**src/shared/timer_pair_pkg.sv**
```systemverilog
package timer_pair_pkg;

   localparam int         NUM_PAIRS   = 4;
   localparam int         NUM_TIMERS  = 8;
   localparam logic [3:0] ADDR_W      = 4'h0;

   // Register offsets; index is the register address on the plain port.
   localparam logic [7:0] OFF_CTRL     = 8'h00;
   localparam logic [7:0] OFF_PERIOD   = 8'h01;
   localparam logic [7:0] OFF_COUNT    = 8'h02;
   localparam logic [7:0] OFF_IRQ_CFG  = 8'h03;
   localparam logic [7:0] OFF_STATUS   = 8'h20;
   localparam logic [7:0] OFF_MASK     = 8'h21;
   localparam int         TIMER_STRIDE = 4;

   // Control word field positions.
   localparam int CTRL_ON      = 15;
   localparam int CTRL_GATE    = 6;
   localparam int CTRL_PS_HI   = 5;
   localparam int CTRL_PS_LO   = 4;
   localparam int CTRL_CHAIN   = 3;
   localparam int CTRL_CS      = 1;

   // Interrupt configuration field positions.
   localparam int IRQ_EN       = 3;
   localparam int IRQ_PRI_HI   = 2;

   localparam logic [15:0] RST_CTRL   = 16'h0000;
   localparam logic [15:0] RST_PERIOD = 16'hffff;
   localparam logic [15:0] RST_COUNT  = 16'h0000;
   localparam logic [3:0]  RST_IRQCFG = 4'h0;
   localparam logic [7:0]  RST_MASK   = 8'h00;

   // Prescale terminal counts for ratios 1, 8, 64 and 256.
   localparam logic [7:0] PS_DIV1   = 8'h00;
   localparam logic [7:0] PS_DIV8   = 8'h07;
   localparam logic [7:0] PS_DIV64  = 8'h3f;
   localparam logic [7:0] PS_DIV256 = 8'hff;

   typedef struct packed {
      logic        timer_on;
      logic        gated_accumulate_enable;
      logic [1:0]  prescale_select;
      logic        pair_chain_enable;
      logic        clock_source_select;
   } timer_ctrl_t;

   typedef struct packed {
      logic        timer_irq_enable;
      logic [2:0]  timer_irq_priority;
   } irq_cfg_t;

endpackage

```
**src/verilog/cascadable_dual_timer_pair.sv**
```systemverilog
module cascadable_dual_timer_pair (
   input  wire logic        sys_clk,
   input  wire logic        rst,
   input  wire logic [7:0]  reg_addr,
   input  wire logic [15:0] reg_wdata,
   input  wire logic        reg_write,
   input  wire logic        reg_read,
   input  wire logic [7:0]  ext_clk_pin,
   input  wire logic [7:0]  ext_gate_pin,
   output logic      [15:0] reg_rdata,
   output logic             irq,
   output logic      [7:0]  irq_request,
   output logic      [23:0] irq_level,
   output logic             adc1_trigger,
   output logic             adc2_trigger,
   output logic      [15:0] capture_base_even,
   output logic      [15:0] capture_base_odd
);

   // Two-stage synchronisers for the pins; stage one feeds stage two only.
   logic [7:0] clk_meta, clk_sync, clk_prev, gate_meta, gate_sync;
   logic [7:0] next_clk_meta, next_clk_sync, next_clk_prev;
   logic [7:0] next_gate_meta, next_gate_sync;

   always_comb begin
      next_clk_meta  = ext_clk_pin;
      next_clk_sync  = clk_meta;
      next_clk_prev  = clk_sync;
      next_gate_meta = ext_gate_pin;
      next_gate_sync = gate_meta;
   end

   always_ff @(posedge sys_clk) begin
      if (rst) begin
         clk_meta  <= 8'h00;
         clk_sync  <= 8'h00;
         clk_prev  <= 8'h00;
         gate_meta <= 8'h00;
         gate_sync <= 8'h00;
      end else begin
         clk_meta  <= next_clk_meta;
         clk_sync  <= next_clk_sync;
         clk_prev  <= next_clk_prev;
         gate_meta <= next_gate_meta;
         gate_sync <= next_gate_sync;
      end
   end

   function automatic logic [7:0] ps_limit(input logic [1:0] sel);
      unique case (sel)
         2'h0: ps_limit = timer_pair_pkg::PS_DIV1;
         2'h1: ps_limit = timer_pair_pkg::PS_DIV8;
         2'h2: ps_limit = timer_pair_pkg::PS_DIV64;
         2'h3: ps_limit = timer_pair_pkg::PS_DIV256;
      endcase
   endfunction

   function automatic timer_pair_pkg::timer_ctrl_t unpack_ctrl(
      input logic [15:0] w);
      unpack_ctrl.timer_on                = w[timer_pair_pkg::CTRL_ON];
      unpack_ctrl.gated_accumulate_enable = w[timer_pair_pkg::CTRL_GATE];
      unpack_ctrl.prescale_select =
         w[timer_pair_pkg::CTRL_PS_HI:timer_pair_pkg::CTRL_PS_LO];
      unpack_ctrl.pair_chain_enable       = w[timer_pair_pkg::CTRL_CHAIN];
      unpack_ctrl.clock_source_select     = w[timer_pair_pkg::CTRL_CS];
   endfunction

   timer_pair_pkg::timer_ctrl_t ctrl [8];
   timer_pair_pkg::irq_cfg_t    icfg [8];
   logic [15:0] period_value [8];
   logic [15:0] count [8];
   logic [7:0]  ps_cnt [8];
   logic [7:0]  status, mask;

   timer_pair_pkg::timer_ctrl_t next_ctrl [8];
   timer_pair_pkg::irq_cfg_t    next_icfg [8];
   logic [15:0] next_period [8];
   logic [15:0] next_count [8];
   logic [7:0]  next_ps_cnt [8];
   logic [7:0]  next_status, next_mask;
   logic [15:0] next_rdata;
   logic [7:0]  tick, match;
   logic        next_irq, next_adc1, next_adc2;
   logic [7:0]  next_irq_request;
   logic [23:0] next_irq_level;

   logic [2:0]  sel_t;
   logic [7:0]  sel_off;
   logic        sel_timer;

   always_comb begin
      sel_t     = reg_addr[4:2];
      sel_off   = {6'h00, reg_addr[1:0]};
      sel_timer = (reg_addr[7:5] == 3'h0);
   end

   // Each pair sees its even timer's settings; the odd timer's are bypassed
   // while chained, so one clock, gate and prescaler drive both words.
   for (genvar p = 0; p < timer_pair_pkg::NUM_PAIRS; p++) begin : g_pair
      localparam int E = 2 * p;
      localparam int O = 2 * p + 1;
      logic chain, run_e, run_o, pulse_e, pulse_o, m32, m16e, m16o;
      logic [31:0] cnt32, per32;
      // Pair-local copies keep each bit of the shared vectors to one driver.
      logic tick_e, tick_o, match_e, match_o;
      assign tick[E]  = tick_e;
      assign tick[O]  = tick_o;
      assign match[E] = match_e;
      assign match[O] = match_o;
      always_comb begin
         chain = ctrl[E].pair_chain_enable;
         cnt32 = {count[O], count[E]};
         per32 = {period_value[O], period_value[E]};
         pulse_e = ctrl[E].clock_source_select ?
                   (clk_sync[E] & ~clk_prev[E]) : 1'b1;
         pulse_o = ctrl[O].clock_source_select ?
                   (clk_sync[O] & ~clk_prev[O]) : 1'b1;
         // Gated accumulation counts the selected clock, internal or external, only while the gate is high.
         run_e = ctrl[E].timer_on & pulse_e &
                 (~ctrl[E].gated_accumulate_enable | gate_sync[E]);
         run_o = chain ? 1'b0 : (ctrl[O].timer_on & pulse_o &
                 (~ctrl[O].gated_accumulate_enable | gate_sync[O]));
         tick_e = run_e & (ps_cnt[E] == ps_limit(ctrl[E].prescale_select));
         tick_o = run_o & (ps_cnt[O] == ps_limit(ctrl[O].prescale_select));
         m32  = (cnt32 == per32);
         m16e = (count[E] == period_value[E]);
         m16o = (count[O] == period_value[O]);
         match_e = ~chain & tick_e & m16e;
         match_o = chain ? (tick_e & m32) : (tick_o & m16o);
         next_ps_cnt[E] = ps_cnt[E];
         next_ps_cnt[O] = ps_cnt[O];
         if (run_e) begin
            next_ps_cnt[E] = tick_e ? 8'h00 : ps_cnt[E] + 8'h01;
         end
         if (run_o) begin
            next_ps_cnt[O] = tick_o ? 8'h00 : ps_cnt[O] + 8'h01;
         end
         next_count[E] = count[E];
         next_count[O] = count[O];
         if (chain && tick_e) begin
            {next_count[O], next_count[E]} = m32 ? 32'h0 : cnt32 + 32'h1;
         end else begin
            if (tick_e) begin
               next_count[E] = m16e ? 16'h0000 : count[E] + 16'h0001;
            end
            if (tick_o) begin
               next_count[O] = m16o ? 16'h0000 : count[O] + 16'h0001;
            end
         end
         // Software writes to a count override the advance in the same cycle.
         if (reg_write && sel_timer && sel_off == timer_pair_pkg::OFF_COUNT) begin
            if (sel_t == 3'(E)) begin
               next_count[E] = reg_wdata;
            end
            if (sel_t == 3'(O)) begin
               next_count[O] = reg_wdata;
            end
         end
      end
   end

   // Register writes, status, read-back and interrupt outputs.
   always_comb begin
      next_mask   = mask;
      next_status = status | match;
      for (int i = 0; i < timer_pair_pkg::NUM_TIMERS; i++) begin
         next_ctrl[i]   = ctrl[i];
         next_icfg[i]   = icfg[i];
         next_period[i] = period_value[i];
         if (reg_write && sel_timer && sel_t == 3'(i)) begin
            unique case (sel_off)
               timer_pair_pkg::OFF_CTRL:    next_ctrl[i] = unpack_ctrl(reg_wdata);
               timer_pair_pkg::OFF_PERIOD:  next_period[i] = reg_wdata;
               timer_pair_pkg::OFF_IRQ_CFG: next_icfg[i] = reg_wdata[3:0];
               default: ;
            endcase
         end
      end
      if (reg_write && reg_addr == timer_pair_pkg::OFF_MASK) begin
         next_mask = reg_wdata[7:0];
      end
      // A read clears the status, but an event in the same cycle survives.
      if (reg_read && reg_addr == timer_pair_pkg::OFF_STATUS) begin
         next_status = match;
      end
      next_rdata = 16'h0000;
      if (reg_read) begin
         if (sel_timer) begin
            unique case (sel_off)
               timer_pair_pkg::OFF_CTRL: next_rdata = {ctrl[sel_t].timer_on,
                  8'h00, ctrl[sel_t].gated_accumulate_enable,
                  ctrl[sel_t].prescale_select, ctrl[sel_t].pair_chain_enable,
                  1'b0, ctrl[sel_t].clock_source_select, 1'b0};
               timer_pair_pkg::OFF_PERIOD:  next_rdata = period_value[sel_t];
               timer_pair_pkg::OFF_COUNT:   next_rdata = count[sel_t];
               timer_pair_pkg::OFF_IRQ_CFG: next_rdata = {12'h000, icfg[sel_t]};
               default: next_rdata = 16'h0000;
            endcase
         end else if (reg_addr == timer_pair_pkg::OFF_STATUS) begin
            next_rdata = {8'h00, status};
         end else if (reg_addr == timer_pair_pkg::OFF_MASK) begin
            next_rdata = {8'h00, mask};
         end
      end
      for (int i = 0; i < timer_pair_pkg::NUM_TIMERS; i++) begin
         next_irq_request[i] = status[i] & icfg[i].timer_irq_enable;
         next_irq_level[3*i +: 3] = icfg[i].timer_irq_priority;
      end
      next_irq  = |(status & mask);
      next_adc1 = match[1] | match[0];
      next_adc2 = match[3] | match[2];
   end

   always_ff @(posedge sys_clk) begin
      if (rst) begin
         for (int i = 0; i < timer_pair_pkg::NUM_TIMERS; i++) begin
            ctrl[i]         <= timer_pair_pkg::timer_ctrl_t'(6'h00);
            icfg[i]         <= timer_pair_pkg::RST_IRQCFG;
            period_value[i] <= timer_pair_pkg::RST_PERIOD;
            count[i]        <= timer_pair_pkg::RST_COUNT;
            ps_cnt[i]       <= 8'h00;
         end
         status            <= 8'h00;
         mask              <= timer_pair_pkg::RST_MASK;
         reg_rdata         <= 16'h0000;
         irq               <= 1'b0;
         irq_request       <= 8'h00;
         irq_level         <= 24'h000000;
         adc1_trigger      <= 1'b0;
         adc2_trigger      <= 1'b0;
         capture_base_even <= 16'h0000;
         capture_base_odd  <= 16'h0000;
      end else begin
         for (int i = 0; i < timer_pair_pkg::NUM_TIMERS; i++) begin
            ctrl[i]         <= next_ctrl[i];
            icfg[i]         <= next_icfg[i];
            period_value[i] <= next_period[i];
            count[i]        <= next_count[i];
            ps_cnt[i]       <= next_ps_cnt[i];
         end
         status            <= next_status;
         mask              <= next_mask;
         reg_rdata         <= next_rdata;
         irq               <= next_irq;
         irq_request       <= next_irq_request;
         irq_level         <= next_irq_level;
         adc1_trigger      <= next_adc1;
         adc2_trigger      <= next_adc2;
         capture_base_even <= next_count[0];
         capture_base_odd  <= next_count[1];
      end
   end

   chk_chain_wrap: assert property (@(posedge sys_clk) disable iff (rst)
      (ctrl[0].pair_chain_enable && tick[0] && g_pair[0].m32)
      |=> (count[0] == 16'h0000 && count[1] == 16'h0000 && status[1]))
      else $error("chained pair did not wrap with flag");

   chk_odd_ignored: assert property (@(posedge sys_clk) disable iff (rst)
      (ctrl[0].pair_chain_enable) |-> (tick[1] == 1'b0 && match[0] == 1'b0))
      else $error("odd timer advanced alone while chained");

   chk_off_hold: assert property (@(posedge sys_clk) disable iff (rst)
      (!ctrl[2].timer_on && !ctrl[2].pair_chain_enable && !reg_write)
      |=> $stable(count[2]))
      else $error("count moved with timer off");

   chk_adc_trig: assert property (@(posedge sys_clk) disable iff (rst)
      (match[0] || match[1]) |=> adc1_trigger)
      else $error("converter trigger missed");

   chk_irq_out: assert property (@(posedge sys_clk) disable iff (rst)
      (|(status & mask)) |=> irq)
      else $error("interrupt output missed");

   chk_prescale: assert property (@(posedge sys_clk) disable iff (rst)
      tick[4] |-> (ps_cnt[4] == ps_limit(ctrl[4].prescale_select)))
      else $error("prescaler tick early");

   chk_low_carry: assert property (@(posedge sys_clk) disable iff (rst)
      (ctrl[2].pair_chain_enable && tick[2] && !g_pair[1].m32 &&
       count[2] == 16'hffff && !reg_write) |=> (count[2] == 16'h0000 &&
       count[3] == $past(count[3]) + 16'h0001))
      else $error("low word carry lost");

   chk_sticky: assert property (@(posedge sys_clk) disable iff (rst)
      (match[1] && !reg_read) |=> status[1] [*1])
      else $error("status not set on match");

endmodule

```
**config.mk**
```make
export PLATFORM = sky130hd
export DESIGN_NAME = cascadable_dual_timer_pair
export DESIGN_NICKNAME = d
export VERILOG_FILES = /design/src/shared/timer_pair_pkg.sv /design/src/verilog/cascadable_dual_timer_pair.sv
export SDC_FILE = /design/constraint.sdc
export NUM_CORES = 2
export LEC_CHECK = 0
export BUFFER_PORTS_ARGS = -buffer_cell sky130_fd_sc_hd__buf_4
export CORE_MARGIN = 2
export CORE_UTILIZATION = 60
export DETAILED_ROUTE_END_ITERATION = 8
export GPL_TIMING_DRIVEN = 0
export PLACE_DENSITY = 0.78
export RECOVER_POWER = 25
export SLEW_MARGIN = 20
export SYNTH_ARGS = -nofsm -noshare
export SYNTH_HDL_FRONTEND = slang
export SYNTH_SLANG_ARGS = --single-unit
export TNS_END_PERCENT = 1
```
**constraint.sdc**
```tcl
create_clock -name sys_clk -period 3.24 [get_ports sys_clk]
set_clock_uncertainty 0.2 [all_clocks]
set_input_delay 0.648 -clock sys_clk [delete_from_list [all_inputs] [get_ports sys_clk]]
set_output_delay 0.648 -clock sys_clk [all_outputs]
set_load 0.02 [all_outputs]
```
==> out/results.ini <==
[global_routing]
grt_usage_pct = 47.69
grt_pass1_wl_um = 176000
overflow = 0
grt_pass1_vias = 27844
grt_max_degree = 16
antenna_found_initial = 6

[synth]
postSynthRegisterBits = 507
yosysSeqAreaShare_pct = 35.84
synth_area_um2 = 28320
synth-xor-area-share_pct = 7.237
synth_nets = 3460
synth_mux_area_share_pct = 8.704
synth_top_area_share_pct = 35.84
yosysTopAreaCell = dfxtp_1
synth_edf_count = 0
syn_area_per_cell_um2 = 8.329
synth_top_family_by_area = simple AND/OR/NAND/NOR gates
synth-simple-area-share_pct = 26.32
synth_ff_type = dfxtp_1
synthCells = 3400
synthAdderAreaFrac_pct = 0.7069
yosys_warnings = 0
synthArstFlopShare_pct = 0
synthTopCellsByArea = dfxtp_1 36%, mux4_2 7.2%, xor2_1 5.9%
synth-compound-area-share_pct = 16.23
ys_types = 82

[drt]
routed_via_density = 7.064
vias = 29812
postRouteAntennaNets = 0
dr.pass1.iters = 9
drc_errors = 0
wl_per_cell_um = 28.70
drt_iter0_drc = 4370
wl_um = 121100

[critical_path]
cp_top_family = simple AND/OR/NAND/NOR gates
cp_max_fo = 10
end_kind = register
rr_startpoint = count[3][0]
start_kind = register
cp.required_ns = 3.54
crit_path_cell_trace = clkbuf_1 -> xor2_1 -> nor4_1 -> nand4_1 -> a21oi_4 -> buf_2 -> o21ai_0 -> a221oi_1 -> nor3_1
path_buf_inv = 2
cp.arrival_ns = 3.73
crit_type = register to register
cp_slowest_stage_delay_ns = 0.47
crit_start = count[3][0]
critPathSlowestCell = nor4_1

[placement]
hpwl_um = 87410
portBuffers = 109
place.gp.congestion = 1.088

[clocking]
cts_num_sinks = 507
htreeDepth = 2
tritoncts = done
clockBufferDepth = 3
clk_pin_slew_ns = 0.06
cts_root_buf = clkbuf_16
clock_latency_ns = 0.65
cts_buffers = 53

[die]
row_count = 79
fp.dieH_um = 221.3
design.core.area_um2 = 46560
dieArea_um2 = 48950
die_x_um = 221.3
io_pins = 127
initial_core_util_pct = 60.83

[power_and_ir_drop]
leakage_nw = 10.54
power_density_nw_per_um2 = 437.5
vdd_drop_max_mv = 0.8994
p_total_mw = 13.87

[job]
maxCapViolCount = 0

[outcome]
status = finished with violations
violations = negative setup slack

[min_path]
hold_path_class = input pin to register
hp-start = ext_gate_pin[1]

[sta]
setup_viol = 47
hold_slack_ns = 0.02640
drv_slew = 0
setup_ws_ns = -0.1922
hold_viol_final = 0
finalCritPeriodShare_pct = 105.9
layout_min_cycle_time_ns = 3.432
max_freq_mhz = 291.4
max_slew.worst_pin.slew_ns = 1.275
relSlewSlack_pct = 15.01
rsz0062_at_grt = yes

[finish]
synthToLayoutAreaGrowth_pct = 11.93
drive_gt1_share_pct = 9.504
layout.nets = 3627

power breakdown:
part | internal, mW | total (mW) | switching, mW
registers | 6.27 | 6.31 | 0.0334
logic | 0.220 | 0.885 | 0.665
clock network | 3.91 | 6.67 | 2.76
worst paths after layout:
check                                    end  slack, ns  depth (start not counted)
worst min register to register   clk_sync[7]       0.24                          1
worst max-delay path             count[2][8]      -0.19                          9
worst max register to register   count[2][8]      -0.19                          9
worst min-delay path            gate_meta[1]       0.03                          2
cell usage in the layout, fill, tap and decap left out, types with 22 or more instances in the layout:
cell       netlist  layout
a311oi_1        32      32
a221oi_1        34      33
a211o_1         67      67
clkbuf_16        0      55
and3_1          37      37
nor4_1          42      40
nor2b_1        176     176
buf_1           28      22
nand3_1        131     131
nand2_1        349     348
nor2_1         328     328
mux4_2          90      90
xor2_1         190     190
a21oi_1        185     184
clkbuf_1       234     288
dfxtp_1        507     504
buf_4            8      58
nor3_1         127     126
xnor2_1         44      44
a211oi_1        55      55
nand3b_1        78      78
a22oi_1         31      31
o21ai_0        154     154
buf_2           37      34
nand4_1         76      76
inv_1           45      45
mux2i_1         37      37
synth_stat cells, types with 8 or more instances:
library cell,n
xor2_1,190
nand3_1,131
ha_1,16
clkbuf_1,234
nor3_1,127
buf_1,28
and4_1,19
nand3b_1,78
nand4b_1,10
a21oi_1,185
and2_1,9
nor2_1,328
nand2_1,349
nand4_1,76
xnor2_1,44
a221oi_1,34
o22ai_1,20
buf_2,37
mux2i_1,37
and3_1,37
or4_1,9
a311oi_1,32
a211o_1,67
nor2b_1,176
nor4_1,42
mux4_2,90
dfxtp_1,507
o21ai_1,9
inv_1,45
a22o_1,16
nand2b_1,20
o21ai_0,154
a22oi_1,31
buf_4,8
or3_1,19
a31oi_1,14
a211oi_1,55
flip-flops by register name (all words and copies together) (netlist names), 16 cells and up:
| register | cells |
|---|---|
| ctrl | 48 |
| icfg | 32 |
| count | 128 |
| irq_level | 24 |
| ps_cnt | 64 |
| reg_rdata | 16 |
| period_value | 128 |
cells by family (layout without fill, tap and decap cells):
kind of cell | Yosys count | after routing
AO/OA/AOI/OAI | 693 | 693
adder cells (fa/ha/maj) | 16 | 16
other | 0 | 4
multiplexers | 133 | 133
buffers and inverters | 354 | 563
flip-flops | 507 | 507
AND/OR/NAND/NOR | 1463 | 1463
XOR/XNOR | 234 | 234
metal layers:
layer	share of wire [%]	track usage (%)	vias to the layer above
li1	-	-	12545
met1	35	57.72	14041
met2	42	70.34	2530
met3	14	14.92	692
met4	9.7	37.50	4
met5	0.021	0	-
area by class of cell:
cell class | instances | area, um2
inverter | 46 | 172.7
fill | 3890 | 14860
clock inverter | 23 | 312.8
clock buffer | 74 | 1558
multi-input combinational | 2539 | 16830
timing repair buffer | 117 | 623.1
buffer | 303 | 1276
antenna | 4 | 10.01
tap | 607 | 759.5
sequential | 507 | 10150
per-stage QoR:
step	instances	setup TNS, ns	cell area (um2)	util [%]	setup WS, ns
4_1_cts	4215	-0.01904	31870	68.46	-0.01904
6_report	4220	-3.266	31700	68.08	-0.1922
3_5_place_dp	4117	-118.78	29910	64.25	-1.045
2_1_floorplan	3400	0	28320	-	0.3928
5_1_grt	4217	-6.354	31690	68.06	-0.2290
3_3_place_gp	4116	-110.84	29900	64.22	-1.015
what timing repair did:
| item | in CTS | in global routing |
|---|---|---|
| endpoints found under the setup margin | 107 | 101 |
| resized for setup | 23 | 23 |
| buffers inserted | 5 | 2 |
| hold buffers | 0 | 0 |
| pin swaps | 5 | 2 |
Note: power is estimated with default switching activity, not from simulation.
